## src/logic/temp_monitor_defs.vh

```
// Register offsets, field positions, reset values and timing of the monitor
`ifndef TEMP_MONITOR_DEFS_VH
`define TEMP_MONITOR_DEFS_VH

`define PTR_LOCAL_HIGH      8'h00
`define PTR_REMOTE1_HIGH    8'h01
`define PTR_REMOTE2_HIGH    8'h02
`define PTR_REMOTE3_HIGH    8'h03
`define PTR_CONV_STATE      8'h08
`define PTR_RUN_RANGE       8'h09
`define PTR_CHAN_ENABLE     8'h0A
`define PTR_SEQ_RATE        8'h0B
`define PTR_ONE_SHOT        8'h0F
`define PTR_LOCAL_LOW       8'h10
`define PTR_REMOTE1_LOW     8'h11
`define PTR_REMOTE2_LOW     8'h12
`define PTR_REMOTE3_LOW     8'h13

`define HIGH_BASE_MASK      8'hFC
`define HIGH_BASE           8'h00
`define LOW_BASE            8'h10

`define BIT_CONV_ACTIVE     7
`define BIT_STOP_REQUEST    6
`define BIT_RANGE           2
`define BIT_RES_CANCEL      2
`define BIT_LOCAL_EN        3
`define BIT_REMOTE1_EN      4
`define BIT_REMOTE2_EN      5
`define BIT_REMOTE3_EN      6

`define RUN_RANGE_MASK      8'h44
`define CHAN_EN_MASK_BASE   8'h1C
`define CHAN_EN_MASK_REM2   8'h20
`define CHAN_EN_MASK_REM3   8'h40
`define SEQ_RATE_MASK       8'h07

`define RESET_POINTER       8'h00
`define RESET_RESULT        8'h00
`define RESET_RUN_RANGE     8'h00
`define RESET_SEQ_RATE      8'h07

`define CLK_HZ              40000000
`define FASTEST_SEQ_PER_SEC 8
`define RATE_CODE_FASTEST   3'h7

`endif

```

## src/logic/seq_rate_timer.v

```verilog
// Period timer that paces conversion sequences by the rate code
`timescale 1ns/1ps
`default_nettype none
`include "temp_monitor_defs.vh"

module seq_rate_timer #(
	parameter FAST_PERIOD = `CLK_HZ / `FASTEST_SEQ_PER_SEC
) (
	input  wire        clk,
	input  wire        sys_rst,
	input  wire        restart,
	input  wire [2:0]  rate_select,
	output reg         expired
);

	reg  [31:0] count_reg;
	wire [31:0] limit;
	wire [2:0]  shift_amt;

	// Each code step down doubles the sequence period
	assign shift_amt = `RATE_CODE_FASTEST - rate_select;
	assign limit     = FAST_PERIOD[31:0] << shift_amt;

	// Measured from sequence start, so a long sequence caps the rate
	always @(posedge clk)
	begin
		if (sys_rst || restart)
		begin
			count_reg <= 32'h0000_0000;
			expired   <= 1'b0;
		end
		else
		begin
			if (count_reg < limit)
				count_reg <= count_reg + 32'h0000_0001;
			// Expired flag, idle decode and restart cost three cycles; keep FAST_PERIOD above 3
			expired <= (count_reg >= limit - 32'h0000_0003);
		end
	end

endmodule // seq_rate_timer
`default_nettype wire

```

## src/logic/two_wire_target.v

```verilog
// Two-wire bus target: address match, pointer and data bytes, read bytes
`timescale 1ns/1ps
`default_nettype none

module two_wire_target #(
	parameter [6:0] BUS_ADDR = 7'h2A
) (
	input  wire        clk,
	input  wire        sys_rst,
	input  wire        scl_i,
	input  wire        sda_i,
	output reg         sda_o,
	output reg         sda_oe,
	output reg         ptr_wr,
	output reg         data_wr,
	output reg  [7:0]  wr_byte,
	output reg         rd_req,
	output reg         rd_seq,
	input  wire [7:0]  rd_byte
);

	localparam S_IDLE = 3'd0;
	localparam S_ADDR = 3'd1;
	localparam S_AACK = 3'd2;
	localparam S_WR   = 3'd3;
	localparam S_WACK = 3'd4;
	localparam S_RD   = 3'd5;
	localparam S_RACK = 3'd6;

	reg [2:0] scl_sync;
	reg [2:0] sda_sync;
	reg [2:0] state_reg;
	reg [3:0] cnt_reg;
	reg [7:0] shift_reg;
	reg [7:0] tx_reg;
	reg       rw_reg;
	reg       first_reg;
	reg       acked_reg;

	wire scl_rise = scl_sync[1] & ~scl_sync[2];
	wire scl_fall = ~scl_sync[1] & scl_sync[2];
	wire start_c  = scl_sync[1] & scl_sync[2] & ~sda_sync[1] & sda_sync[2];
	wire stop_c   = scl_sync[1] & scl_sync[2] & sda_sync[1] & ~sda_sync[2];

	always @(posedge clk)
	begin
		if (sys_rst)
		begin
			scl_sync  <= 3'h7;
			sda_sync  <= 3'h7;
			state_reg <= S_IDLE;
			cnt_reg   <= 4'h0;
			shift_reg <= 8'h00;
			tx_reg    <= 8'h00;
			rw_reg    <= 1'b0;
			first_reg <= 1'b1;
			acked_reg <= 1'b0;
			sda_o     <= 1'b0;
			sda_oe    <= 1'b0;
			ptr_wr    <= 1'b0;
			data_wr   <= 1'b0;
			wr_byte   <= 8'h00;
			rd_req    <= 1'b0;
			rd_seq    <= 1'b0;
		end
		else
		begin
			scl_sync <= {scl_sync[1:0], scl_i};
			sda_sync <= {sda_sync[1:0], sda_i};
			ptr_wr   <= 1'b0;
			data_wr  <= 1'b0;
			rd_req   <= 1'b0;
			if (start_c)
			begin
				state_reg <= S_ADDR;
				cnt_reg   <= 4'h0;
				first_reg <= 1'b1;
				sda_oe    <= 1'b0;
			end
			else if (stop_c)
			begin
				state_reg <= S_IDLE;
				sda_oe    <= 1'b0;
			end
			else if (scl_rise)
			begin
				case (state_reg)
					S_ADDR, S_WR:
					begin
						shift_reg <= {shift_reg[6:0], sda_sync[1]};
						cnt_reg   <= cnt_reg + 4'h1;
					end
					S_AACK:
					begin
						// Ask for the byte early; it is ready by the falling edge
						if (rw_reg)
						begin
							rd_req <= 1'b1;
							rd_seq <= 1'b0;
						end
					end
					S_RACK:
					begin
						acked_reg <= ~sda_sync[1];
						if (!sda_sync[1])
						begin
							rd_req <= 1'b1;
							rd_seq <= 1'b1;
						end
					end
					default:
					begin
					end
				endcase
			end
			else if (scl_fall)
			begin
				case (state_reg)
					S_ADDR:
					begin
						if (cnt_reg == 4'h8)
						begin
							if (shift_reg[7:1] == BUS_ADDR)
							begin
								rw_reg    <= shift_reg[0];
								sda_oe    <= 1'b1;
								state_reg <= S_AACK;
							end
							else
								state_reg <= S_IDLE;
						end
					end
					S_AACK:
					begin
						if (rw_reg)
						begin
							tx_reg    <= rd_byte;
							sda_oe    <= ~rd_byte[7];
							cnt_reg   <= 4'h1;
							state_reg <= S_RD;
						end
						else
						begin
							sda_oe    <= 1'b0;
							cnt_reg   <= 4'h0;
							state_reg <= S_WR;
						end
					end
					S_WR:
					begin
						if (cnt_reg == 4'h8)
						begin
							sda_oe    <= 1'b1;
							wr_byte   <= shift_reg;
							ptr_wr    <= first_reg;
							data_wr   <= ~first_reg;
							first_reg <= 1'b0;
							state_reg <= S_WACK;
						end
					end
					S_WACK:
					begin
						sda_oe    <= 1'b0;
						cnt_reg   <= 4'h0;
						state_reg <= S_WR;
					end
					S_RD:
					begin
						if (cnt_reg == 4'h8)
						begin
							sda_oe    <= 1'b0;
							state_reg <= S_RACK;
						end
						else
						begin
							sda_oe  <= ~tx_reg[3'h7 - cnt_reg[2:0]];
							cnt_reg <= cnt_reg + 4'h1;
						end
					end
					S_RACK:
					begin
						if (acked_reg)
						begin
							tx_reg    <= rd_byte;
							sda_oe    <= ~rd_byte[7];
							cnt_reg   <= 4'h1;
							state_reg <= S_RD;
						end
						else
							state_reg <= S_IDLE;
					end
					default:
					begin
						sda_oe <= 1'b0;
					end
				endcase
			end
		end
	end

endmodule // two_wire_target
`default_nettype wire

```

## src/logic/temp_result_config_sequencer.v

```verilog
// Register file, read coherence and channel sequencer of the monitor
//
// Contract
// - Local and remote1 bytes at 00h/10h, 01h/11h
// - Remote2 at 02h/12h, remote3 at 03h/13h
// - Results read-only, reloaded per finished measurement
// - Low byte matches preceding high byte read
// - Two-byte read gives high then coherent low
// - Result registers reset to zero
// - Status 08h: bit7 conversion active, rest zero
// - First conversion starts automatically after power-up
// - Stop request clear: convert continuously at rate
// - Stop set: finish sequence, shut down; resume
// - One-shot in shutdown runs one sequence
// - Range bit selects standard or extended format
// - Bit 3 of 0Ah enables local channel
// - Bits 4-6 of 0Ah enable remote channels
// - Bit 2 of 0Ah enables series-resistance correction
// - Channel enable reset values depend on variant
// - Sequence order local, remote1..3, then idle
// - Disabled channels are skipped
// - Rate register changes only idle time
// - One-shot during idle starts sequence at once
// - Rate codes 0..7 give 1/16 to 8 per second
// - One-shot during conversion is ignored
// - Every write loads pointer; pointer resets zero
// - High byte integer degrees, low byte fraction
`timescale 1ns/1ps
`default_nettype none
`include "temp_monitor_defs.vh"

module temp_result_config_sequencer #(
	parameter       NUM_REMOTE  = 3,
	parameter [6:0] BUS_ADDR    = 7'h2A,
	parameter       FAST_PERIOD = `CLK_HZ / `FASTEST_SEQ_PER_SEC
) (
	input  wire        clk,
	input  wire        sys_rst,
	input  wire        scl_i,
	input  wire        sda_i,
	output wire        sda_o,
	output wire        sda_oe,
	output reg         meas_start,
	output reg  [1:0]  meas_chan,
	output reg         meas_range,
	output reg         meas_res_cancel,
	output reg         conv_active,
	input  wire        meas_done,
	input  wire [7:0]  meas_high,
	input  wire [7:0]  meas_low
);

	localparam ST_SHUT = 2'd0;
	localparam ST_PICK = 2'd1;
	localparam ST_WAIT = 2'd2;
	localparam ST_IDLE = 2'd3;

	// Only bit 2 and the enable bits of channels that exist can be written or read back
	localparam [7:0] CHAN_EN_MASK = `CHAN_EN_MASK_BASE
		| ((NUM_REMOTE >= 2) ? `CHAN_EN_MASK_REM2 : 8'h00)
		| ((NUM_REMOTE >= 3) ? `CHAN_EN_MASK_REM3 : 8'h00);

	////////////////////////////////////////////////////////////////////////

	wire       ptr_wr;
	wire       data_wr;
	wire [7:0] wr_byte;
	wire       rd_req;
	wire       rd_seq;
	wire       rate_expired;

	reg  [7:0] pointer_reg;
	reg  [7:0] run_range_reg;
	reg  [7:0] chan_en_reg;
	reg  [7:0] seq_rate_reg;
	reg  [7:0] res_hi [0:3];
	reg  [7:0] res_lo [0:3];
	reg  [7:0] snap_lo_reg;
	reg  [1:0] snap_chan_reg;
	reg        snap_valid_reg;
	reg  [7:0] rd_byte_reg;
	reg  [1:0] state_reg;
	reg  [2:0] chan_reg;
	reg        timer_restart;
	reg        one_shot;

	wire [3:0] chan_enables;
	wire       stop_request;
	wire       is_high_ptr;
	wire       is_low_ptr;
	wire [1:0] ptr_chan;

	assign stop_request = run_range_reg[`BIT_STOP_REQUEST];
	assign chan_enables = {chan_en_reg[`BIT_REMOTE3_EN],
		chan_en_reg[`BIT_REMOTE2_EN], chan_en_reg[`BIT_REMOTE1_EN],
		chan_en_reg[`BIT_LOCAL_EN]};
	assign is_high_ptr  = (pointer_reg & `HIGH_BASE_MASK) == `HIGH_BASE;
	assign is_low_ptr   = (pointer_reg & `HIGH_BASE_MASK) == `LOW_BASE;
	assign ptr_chan     = pointer_reg[1:0];

	////////////////////////////////////////////////////////////////////////

	two_wire_target #(
		.BUS_ADDR (BUS_ADDR)
	) u_bus (
		.clk      (clk),
		.sys_rst  (sys_rst),
		.scl_i    (scl_i),
		.sda_i    (sda_i),
		.sda_o    (sda_o),
		.sda_oe   (sda_oe),
		.ptr_wr   (ptr_wr),
		.data_wr  (data_wr),
		.wr_byte  (wr_byte),
		.rd_req   (rd_req),
		.rd_seq   (rd_seq),
		.rd_byte  (rd_byte_reg)
	);

	seq_rate_timer #(
		.FAST_PERIOD (FAST_PERIOD)
	) u_rate (
		.clk         (clk),
		.sys_rst     (sys_rst),
		.restart     (timer_restart),
		.rate_select (seq_rate_reg[2:0]),
		.expired     (rate_expired)
	);

	////////////////////////////////////////////////////////////////////////
	// Pointer and writable registers

	always @(posedge clk)
	begin
		if (sys_rst)
		begin
			pointer_reg   <= `RESET_POINTER;
			run_range_reg <= `RESET_RUN_RANGE;
			chan_en_reg   <= CHAN_EN_MASK;
			seq_rate_reg  <= `RESET_SEQ_RATE;
			one_shot      <= 1'b0;
		end
		else
		begin
			one_shot <= 1'b0;
			if (ptr_wr)
				pointer_reg <= wr_byte;
			if (data_wr)
			begin
				// Reserved bits are dropped rather than stored
				case (pointer_reg)
					`PTR_RUN_RANGE:
						run_range_reg <= wr_byte & `RUN_RANGE_MASK;
					`PTR_CHAN_ENABLE:
						chan_en_reg <= wr_byte & CHAN_EN_MASK;
					`PTR_SEQ_RATE:
						seq_rate_reg <= wr_byte & `SEQ_RATE_MASK;
					`PTR_ONE_SHOT:
						one_shot <= 1'b1;
					default:
					begin
						// Result and status writes have no effect
					end
				endcase
			end
		end
	end

	////////////////////////////////////////////////////////////////////////
	// Result storage, one entry per channel

	genvar gi;
	generate
		for (gi = 0; gi < 4; gi = gi + 1)
		begin : g_result
			always @(posedge clk)
			begin
				if (sys_rst)
				begin
					res_hi[gi] <= `RESET_RESULT;
					res_lo[gi] <= `RESET_RESULT;
				end
				else if (state_reg == ST_WAIT && meas_done &&
					meas_chan == gi)
				begin
					// Front end delivers bytes in the selected format
					res_hi[gi] <= meas_high;
					res_lo[gi] <= meas_low;
				end
			end
		end
	endgenerate

	////////////////////////////////////////////////////////////////////////
	// Read path with low-byte snapshot

	always @(posedge clk)
	begin
		if (sys_rst)
		begin
			rd_byte_reg    <= 8'h00;
			snap_lo_reg    <= 8'h00;
			snap_chan_reg  <= 2'h0;
			snap_valid_reg <= 1'b0;
		end
		else if (rd_req)
		begin
			snap_valid_reg <= 1'b0;
			if (rd_seq && is_high_ptr)
			begin
				// Second byte of a burst from a high pointer
				rd_byte_reg <= snap_lo_reg;
			end
			else if (is_high_ptr)
			begin
				rd_byte_reg    <= res_hi[ptr_chan];
				snap_lo_reg    <= res_lo[ptr_chan];
				snap_chan_reg  <= ptr_chan;
				snap_valid_reg <= 1'b1;
			end
			else if (is_low_ptr)
			begin
				if (snap_valid_reg && snap_chan_reg == ptr_chan)
					rd_byte_reg <= snap_lo_reg;
				else
					rd_byte_reg <= res_lo[ptr_chan];
			end
			else
			begin
				case (pointer_reg)
					`PTR_CONV_STATE:
						rd_byte_reg <= {conv_active, 7'h00};
					`PTR_RUN_RANGE:
						rd_byte_reg <= run_range_reg;
					`PTR_CHAN_ENABLE:
						rd_byte_reg <= chan_en_reg;
					`PTR_SEQ_RATE:
						rd_byte_reg <= seq_rate_reg;
					default:
						rd_byte_reg <= 8'h00;
				endcase
			end
		end
	end

	////////////////////////////////////////////////////////////////////////
	// Sequencer

	// First enabled channel at or after the current index; bit 2 = none
	function [2:0] next_enabled;
		input [2:0] from;
		input [3:0] en;
		integer     k;
		begin
			next_enabled = 3'h4;
			for (k = 3; k >= 0; k = k - 1)
				if (k >= from && en[k])
					next_enabled = k[2:0];
		end
	endfunction

	wire [2:0] pick = next_enabled(chan_reg, chan_enables);

	always @(posedge clk)
	begin
		if (sys_rst)
		begin
			// Reset lands in the pick state: conversion begins at once
			state_reg       <= ST_PICK;
			chan_reg        <= 3'h0;
			timer_restart   <= 1'b1;
			meas_start      <= 1'b0;
			meas_chan       <= 2'h0;
			meas_range      <= 1'b0;
			meas_res_cancel <= 1'b0;
			conv_active     <= 1'b0;
		end
		else
		begin
			timer_restart   <= 1'b0;
			meas_start      <= 1'b0;
			meas_range      <= run_range_reg[`BIT_RANGE];
			meas_res_cancel <= chan_en_reg[`BIT_RES_CANCEL];
			case (state_reg)
				ST_PICK:
				begin
					if (!pick[2])
					begin
						meas_start  <= 1'b1;
						meas_chan   <= pick[1:0];
						chan_reg    <= pick;
						conv_active <= 1'b1;
						state_reg   <= ST_WAIT;
					end
					else
					begin
						conv_active <= 1'b0;
						if (stop_request)
							state_reg <= ST_SHUT;
						else
							state_reg <= ST_IDLE;
					end
				end
				ST_WAIT:
				begin
					// One-shot writes here fall through unused
					if (meas_done)
					begin
						chan_reg  <= chan_reg + 3'h1;
						state_reg <= ST_PICK;
					end
				end
				ST_IDLE:
				begin
					if (stop_request)
						state_reg <= ST_SHUT;
					else if (one_shot || rate_expired)
					begin
						// Rate only gates this wait
						chan_reg      <= 3'h0;
						timer_restart <= 1'b1;
						state_reg     <= ST_PICK;
					end
				end
				ST_SHUT:
				begin
					if (one_shot || !stop_request)
					begin
						// After a one-shot stop stays set, so it returns here
						chan_reg      <= 3'h0;
						timer_restart <= 1'b1;
						state_reg     <= ST_PICK;
					end
				end
				default:
					state_reg <= ST_SHUT;
			endcase
		end
	end

endmodule // temp_result_config_sequencer
`default_nettype wire

```

## config.mk

```make
export PLATFORM = sky130hd
export DESIGN_NAME = temp_result_config_sequencer
export DESIGN_NICKNAME = d
export VERILOG_FILES = /design/src/logic/seq_rate_timer.v /design/src/logic/two_wire_target.v /design/src/logic/temp_result_config_sequencer.v
export VERILOG_INCLUDE_DIRS = /design/src /design/src/logic
export SDC_FILE = /design/constraint.sdc
export NUM_CORES = 1
export LEC_CHECK = 0
export BUFFER_PORTS_ARGS = -buffer_cell sky130_fd_sc_hd__buf_2
export CAP_MARGIN = 20
export CORE_MARGIN = 10
export CORE_UTILIZATION = 65
export DETAILED_ROUTE_END_ITERATION = 8
export HOLD_SLACK_MARGIN = 0.12
export MAX_ROUTING_LAYER = met4
export PLACE_DENSITY = 0.82
export SYNTH_ARGS = -nofsm -noshare
export SYNTH_HDL_FRONTEND = slang
export SYNTH_SLANG_ARGS = --single-unit
```

## constraint.sdc

```tcl
create_clock -name clk -period 9 [get_ports clk]
set_clock_uncertainty 0.05 [all_clocks]
set_input_delay 0.45 -clock clk [delete_from_list [all_inputs] [get_ports clk]]
set_output_delay 0.45 -clock clk [all_outputs]
set_load 0.02 [all_outputs]
```

After elaboration in Yosys (flattened, before gate mapping)
Memory sizes are Yosys's and may differ from the RTL's. A register that Yosys moved wholly into a read port is not among the register bits.
Cells that the tools add are included.
{"block": "totals", "memories": 2, "elab_cells": 265, "ram_bits": 64, "input_bits": 21, "reg_bits": 128}
{"memory": "res_hi", "depth": 4, "word_bits": 8, "rd": 1, "rd_ports_with_merged_regs": 1, "write_ports": 4, "line_no": "temp_result_config_sequencer.v:76", "source": "reg [7:0] res_hi [0:3];"}
{"memory": "res_lo", "depth": 4, "word_bits": 8, "rd": 1, "rd_ports_with_merged_regs": 1, "write_ports": 4, "line_no": "temp_result_config_sequencer.v:77", "source": "reg [7:0] res_lo [0:3];"}
{"block": "op_classes", "n_reduce_logical": 49, "n_shift": 1, "addsub": 6, "bitwise_logic": 32, "eq_ne": 41, "n_lt_le_gt_ge": 7, "mux": 92}
{"op": "$mux W8", "count": 14}
{"op": "$mux W3", "count": 14}
{"op": "$eq A8 B4 Y1 const B", "count": 5}
{"op": "$mux W1", "count": 37}
{"op": "$reduce_and A6 Y1", "count": 6}
{"op": "$add A32 B1 Y32 const B", "count": 1}
{"op": "$ge A32 B32 Y1", "count": 1}
{"op": "$lt A32 B32 Y1", "count": 1}
{"op": "$pmux W8 S4", "count": 1}
{"op": "$shl A23 B3 Y32 const A", "count": 1}
{"op": "$sub A32 B2 Y32 const B", "count": 1}
{"op": "$mux W2", "count": 11}
{"op": "$mux W4", "count": 5}
{"op": "$pmux W3 S6", "count": 1}
{"op": "$not A1 Y1", "count": 17}
{"op": "$pmux W4 S4", "count": 1}
{"op": "$pmux W8 S2", "count": 1}
{"op": "$ne A2 B2 Y1 const B", "count": 7}
{"op": "$reduce_and A7 Y1", "count": 2}
{"op": "$ne A2 B1 Y1 const B", "count": 6}
{"op": "$ne A4 B1 Y1 const B", "count": 3}
{"op": "$pmux W3 S4", "count": 1}
{"op": "$logic_and A1 B1 Y1", "count": 11}
{"op": "$reduce_and A5 Y1", "count": 2}
{"op": "other kinds (40)", "count": 78}

Logic depth before layout (Yosys ltp)
{"block": "logic_depth", "ltp_word": 8, "ltp_mapped": 17}

Cells and area by module
From an unflattened synthesis, not the netlist that was laid out.
{"block": "hier_totals", "hier_cells": 1161, "area_unflattened_um2": 11267.1}
{"mod": "temp_result_config_sequencer", "n_inst": 1, "cells_each": 450, "area_each_um2": 5351.4}
{"mod": "seq_rate_timer", "n_inst": 1, "cells_each": 482, "area_each_um2": 3779.9}
{"mod": "two_wire_target", "n_inst": 1, "cells_each": 229, "area_each_um2": 2135.8}

Least setup slack after synthesis
OpenSTA, ideal clock, no wires.
{"block": "synth_timing", "path_kind": "register to register", "startpoint": "register seq_rate_reg[1]", "endpoint": "register u_rate.count_reg[23]", "required_time_ns": 8.879, "stages_incl_launch_ff": 13, "t_arrival_ns": 3.581, "slack_ns": 5.298, "setup_time_ns": 0.071, "path_cell_list": "dfxtp_1 > clkbuf_1 > inv_1 > ha_1 > clkbuf_1 > nand2_1 > a21boi_0 > ha_1 > or4_4 > a41oi_4 > o2111ai_4 > or4b_1 > a21oi_1"}
{"block": "synth_via", "elab_chain_cells": 3}
{"element": "start, declared", "line_no": "temp_result_config_sequencer.v:75", "source": "reg [7:0] seq_rate_reg;"}
{"element": "start signal, assigned", "line_no": "temp_result_config_sequencer.v:140", "source": "seq_rate_reg <= `RESET_SEQ_RATE;"}
{"element": "start signal, assigned", "line_no": "temp_result_config_sequencer.v:157", "source": "seq_rate_reg <= wr_byte & `SEQ_RATE_MASK;"}
{"element": "$sub A3 B3 Y3 (no line)"}
{"element": "$shl A23 B3 Y32", "line_no": "seq_rate_timer.v:22", "source": "assign limit = FAST_PERIOD[31:0] << shift_amt;"}
{"element": "$lt A32 B32 Y1", "line_no": "seq_rate_timer.v:34", "source": "if (count_reg < limit)"}
{"element": "end signal, assigned", "line_no": "seq_rate_timer.v:35", "source": "count_reg <= count_reg + 32'h0000_0001;"}
{"element": "end, declared", "line_no": "seq_rate_timer.v:16", "source": "reg [31:0] count_reg;"}
No other way between the ends.
A chain may end at the register's enable or synchronous reset.

Worst setup path after layout
{"block": "layout_timing", "startpoint": "register seq_rate_reg[0]", "endpoint": "register u_rate.count_reg[12]"}
Same word-level chain as after synthesis.

==> metrics.txt <==
total grt overflow 0; die height 148 µm; GRT busiest layer met2; slowest CP cell or4_1; Max Slew Vio Count 0; sequential area share after synthesis 42.6%; Compound-Gate Fraction of Synth Area 14.3%; CTS resizes 0; Post-CTS Setup Bufs 0; kind of critical path flop to flop; final setup vio count 0; sum of negative setup slack 0 ns; worst-path cell chain inv_1 > ha_1 > xnor2_1 > ha_1 > nor3b_1 > nor3_1 > o32ai_1 > or4_1 > o21ai_4 > o21ai_0 > a21oi_1; Internal Power about 0.0014 W; Crit path top cell by count ha_1; # DRC 0; share of cells above drive strength 1 between 10 and 15%; Area Growth Syn to Fin 8.19%; worst path required time 9.32 ns; Fmax approximately 240 MHz; drt via density between 6 and 7; top-level port count 29; row count 46; 1st-iter DRT viols 725; CP Max Fanout 28; nets roughly 1200; area of the core 15900 µm²; Clk pin slew, worst setup/hold paths 0.08 ns; die area between 20000 and 25000 µm²; Simple-Gate Fraction of Synth Area 21.0%; Synth Area in XOR/XNOR 1.65%; outcome finished, final reports clean; first-pass GRT wire length 39.7 mm; Starting Density 66.7%; Reg area 4520 µm²; initial antenna violation count 0; Fin Hold WS 0.137 ns; htree depth 4; pwr/cell area between 150 and 200 nW/µm²; WL per Instance between 15 and 20 µm; switching power 0.000574 W; Synth Register Bits around 190; post-DP HPWL 17.0 mm; Fin. Hold Viols 0; Comb power frac under 10%; worst path arrival time 4.57 ns; Yosys cell types 76; n_diodes 0; crit share post-route between 40 and 50%; Root Buffer clkbuf_16; Leak 4.40 nW; met3 Usage GRT 4.46%; max cap viols 0; TritonCTS buffer count 17; final cell count without fillers roughly 1300; GR Util met2 33.7%; vias in the first global route just under 8000; Worst path max stage delay 0.74 ns; Async SR Flop Fraction 0%; Slew Limit Headroom 29.0%; Worst Hold Class input port to flop; antenna violation net count after detailed routing 0; sequential share of power slightly below 50%; FILL cells 1178; CTS tree done; die width 148 µm; Setup crit start kind flop; syn avg cell area between 9 and 10 µm²; largest net degree at the start of global routing 79; vias 8333; multiplexer share of the synthesized area 8.64%; 1st-pass router iterations 7; number of synthesized flops with an enable pin 64; peak supply drop 0.000184 V; Most used DFF post-synth dfxtp_1; main combinational cell family by area after synthesis simple AND/OR/NAND/NOR gates; Post-Synth Adder-Cell Area 8.00%; syn_nets roughly 1200; footprint of the multi-input gates 5710 µm²; RSZ-0062 raised after global routing false; Hold-fix buffers, CTS 0; Cell Area, Synth 10600 µm²; reg2reg setup slack around 4.8 ns; Total Routing Usage GR 22.8%; routed wire length 24.5 mm; Sw Ratio 29.0%; Least-Margin Pin Slew 1.06 ns; Port Buffers 27; Cell Count Post-Placement 1296; CP endpoint kind flop; Yosys warning total 0; clock buffer depth 2; Num Clock Sinks 194; clk_lat worst skew 0.46 ns; Routability Congestion 0.976; routing usage on met1 31.0%; crit path time final 4.25 ns; Gate Count Post-Synth 1105; clock share of power 41.7%
-- per-stage QoR --
step | setup WS (ns) | area [µm²] | util, % | total power [W]
2_1_floorplan | 5.30 | 10600 | - | 0.00111
3_3_place_gp | 4.98 | 10800 | 67.8 | 0.00116
3_5_place_dp | 4.83 | 10800 | 67.8 | 0.00117
4_1_cts | 4.80 | 11500 | 72.0 | 0.00199
5_1_grt | 4.44 | 11500 | 72.1 | 0.00205
6_report | 4.75 | 11500 | 72.1 | 0.00198
-- power by group through the flow --
| stage | clock [W] | sequential [W] | combinational (W) |
|---|---|---|---|
| 2_1_floorplan | 0 | 0.000981 | 0.000131 |
| 3_3_place_gp | 0 | 0.000980 | 0.000183 |
| 3_5_place_dp | 0 | 0.000983 | 0.000187 |
| 4_1_cts | 0.000833 | 0.000963 | 0.000190 |
| 5_1_grt | 0.000868 | 0.000968 | 0.000212 |
| 6_report | 0.000828 | 0.000964 | 0.000192 |
-- layer usage --
layer,wire [µm],part of all wire (%),vias to the layer above
met1,11100,45,3980
met3,1850,7.5,39
met2,11200,45,305
met4,439,1.8,0
met5,0,0,-
li1,-,-,4009
-- cells in the mapped netlist (3+ instances only) --
| library cell | number | area (µm²) |
|---|---|---|
| a211oi_1 | 13 | 97.6 |
| a21boi_0 | 7 | 52.6 |
| a21o_1 | 5 | 37.5 |
| a21oi_1 | 72 | 360 |
| a22oi_1 | 4 | 30.0 |
| a311oi_1 | 4 | 35.0 |
| a31oi_1 | 5 | 31.3 |
| and2_1 | 69 | 432 |
| and3_1 | 8 | 50.1 |
| and4_1 | 3 | 26.3 |
| buf_2 | 4 | 20.0 |
| buf_6 | 4 | 45.0 |
| clkbuf_1 | 48 | 180 |
| dfxtp_1 | 130 | 2600 |
| edfxtp_1 | 64 | 1920 |
| ha_1 | 68 | 851 |
| inv_1 | 32 | 120 |
| mux2i_1 | 49 | 490 |
| mux4_2 | 18 | 405 |
| nand2_1 | 86 | 323 |
| nand2b_1 | 15 | 93.8 |
| nand3_1 | 55 | 275 |
| nand3b_1 | 4 | 30.0 |
| nand4_1 | 10 | 62.6 |
| nor2_1 | 92 | 345 |
| nor2b_1 | 14 | 87.6 |
| nor3_1 | 22 | 110 |
| nor3b_1 | 6 | 45.0 |
| o211ai_1 | 15 | 113 |
| o21a_1 | 9 | 67.6 |
| o21ai_0 | 51 | 255 |
| o21ai_1 | 5 | 25.0 |
| o22ai_1 | 7 | 43.8 |
| o31ai_1 | 9 | 67.6 |
| or2_2 | 6 | 37.5 |
| or3_1 | 14 | 87.6 |
| or4_1 | 12 | 90.1 |
| xnor2_1 | 12 | 105 |
| xor2_1 | 8 | 70.1 |
-- critical path, delay by kind of cell, from the launching register on --
family,cells,cell delay [ns]
buffers and inverters,1,0.18
adders and majority gates,2,0.85
AOI/OAI and AO/OA,4,1.10
and+or+nand+nor,3,0.98
DFF,1,0.58
xor gates and xnor gates,1,0.42
-- final timing paths --
kind / from / endpoint / cells past startpoint
worst min register to register: u_bus.scl_sync[0] / u_bus.scl_sync[1] / 1
worst max register to register: seq_rate_reg[0] / u_rate.count_reg[12] / 11
worst min-delay path: scl_i / u_bus.scl_sync[0] / 2
worst max-delay path: seq_rate_reg[0] / u_rate.count_reg[12] / 11
-- cell usage in the layout (no fill, tap or decap), types with 5 or more instances in the layout --
master     count
dfxtp_1      130
nor2_1        92
nand2_1       86
a21oi_1       72
and2_1        69
ha_1          68
edfxtp_1      64
nand3_1       55
mux2i_1       49
o21ai_0       48
inv_1         32
buf_2         27
nor3_1        21
mux4_2        18
clkbuf_16     17
nand2b_1      15
o211ai_1      15
nor2b_1       14
or3_1         14
a211oi_1      13
xnor2_1       12
or4_1         12
nand4_1       10
o21a_1         9
inv_12         9
o31ai_1        8
xor2_1         8
o21ai_1        8
and3_1         8
a21boi_0       7
o22ai_1        7
buf_4          7
nor3b_1        6
or2_2          6
a31oi_1        5
a21o_1         5
-- kinds of logic (layout without fill, tap and decap cells) --
kind of cell	count (synthesis)	count (layout)
simple gates	430	430
compound gates	231	231
flops	194	194
buf+inv	92	100
mux	69	69
fa+ha+maj	68	68
xor+xnor	20	20
other cells	1	1
-- layout make-up --
cell class                 instances  share of cell area [%]
clock buffer                      17                    3.70
clock inverter                    15                    2.00
inverter                          33                    1.08
multi-input combinational        819                    49.7
sequential                       194                    39.3
tap                              216                    2.35
timing repair buffer              35                    1.87
(Power assumes the default switching activity.)
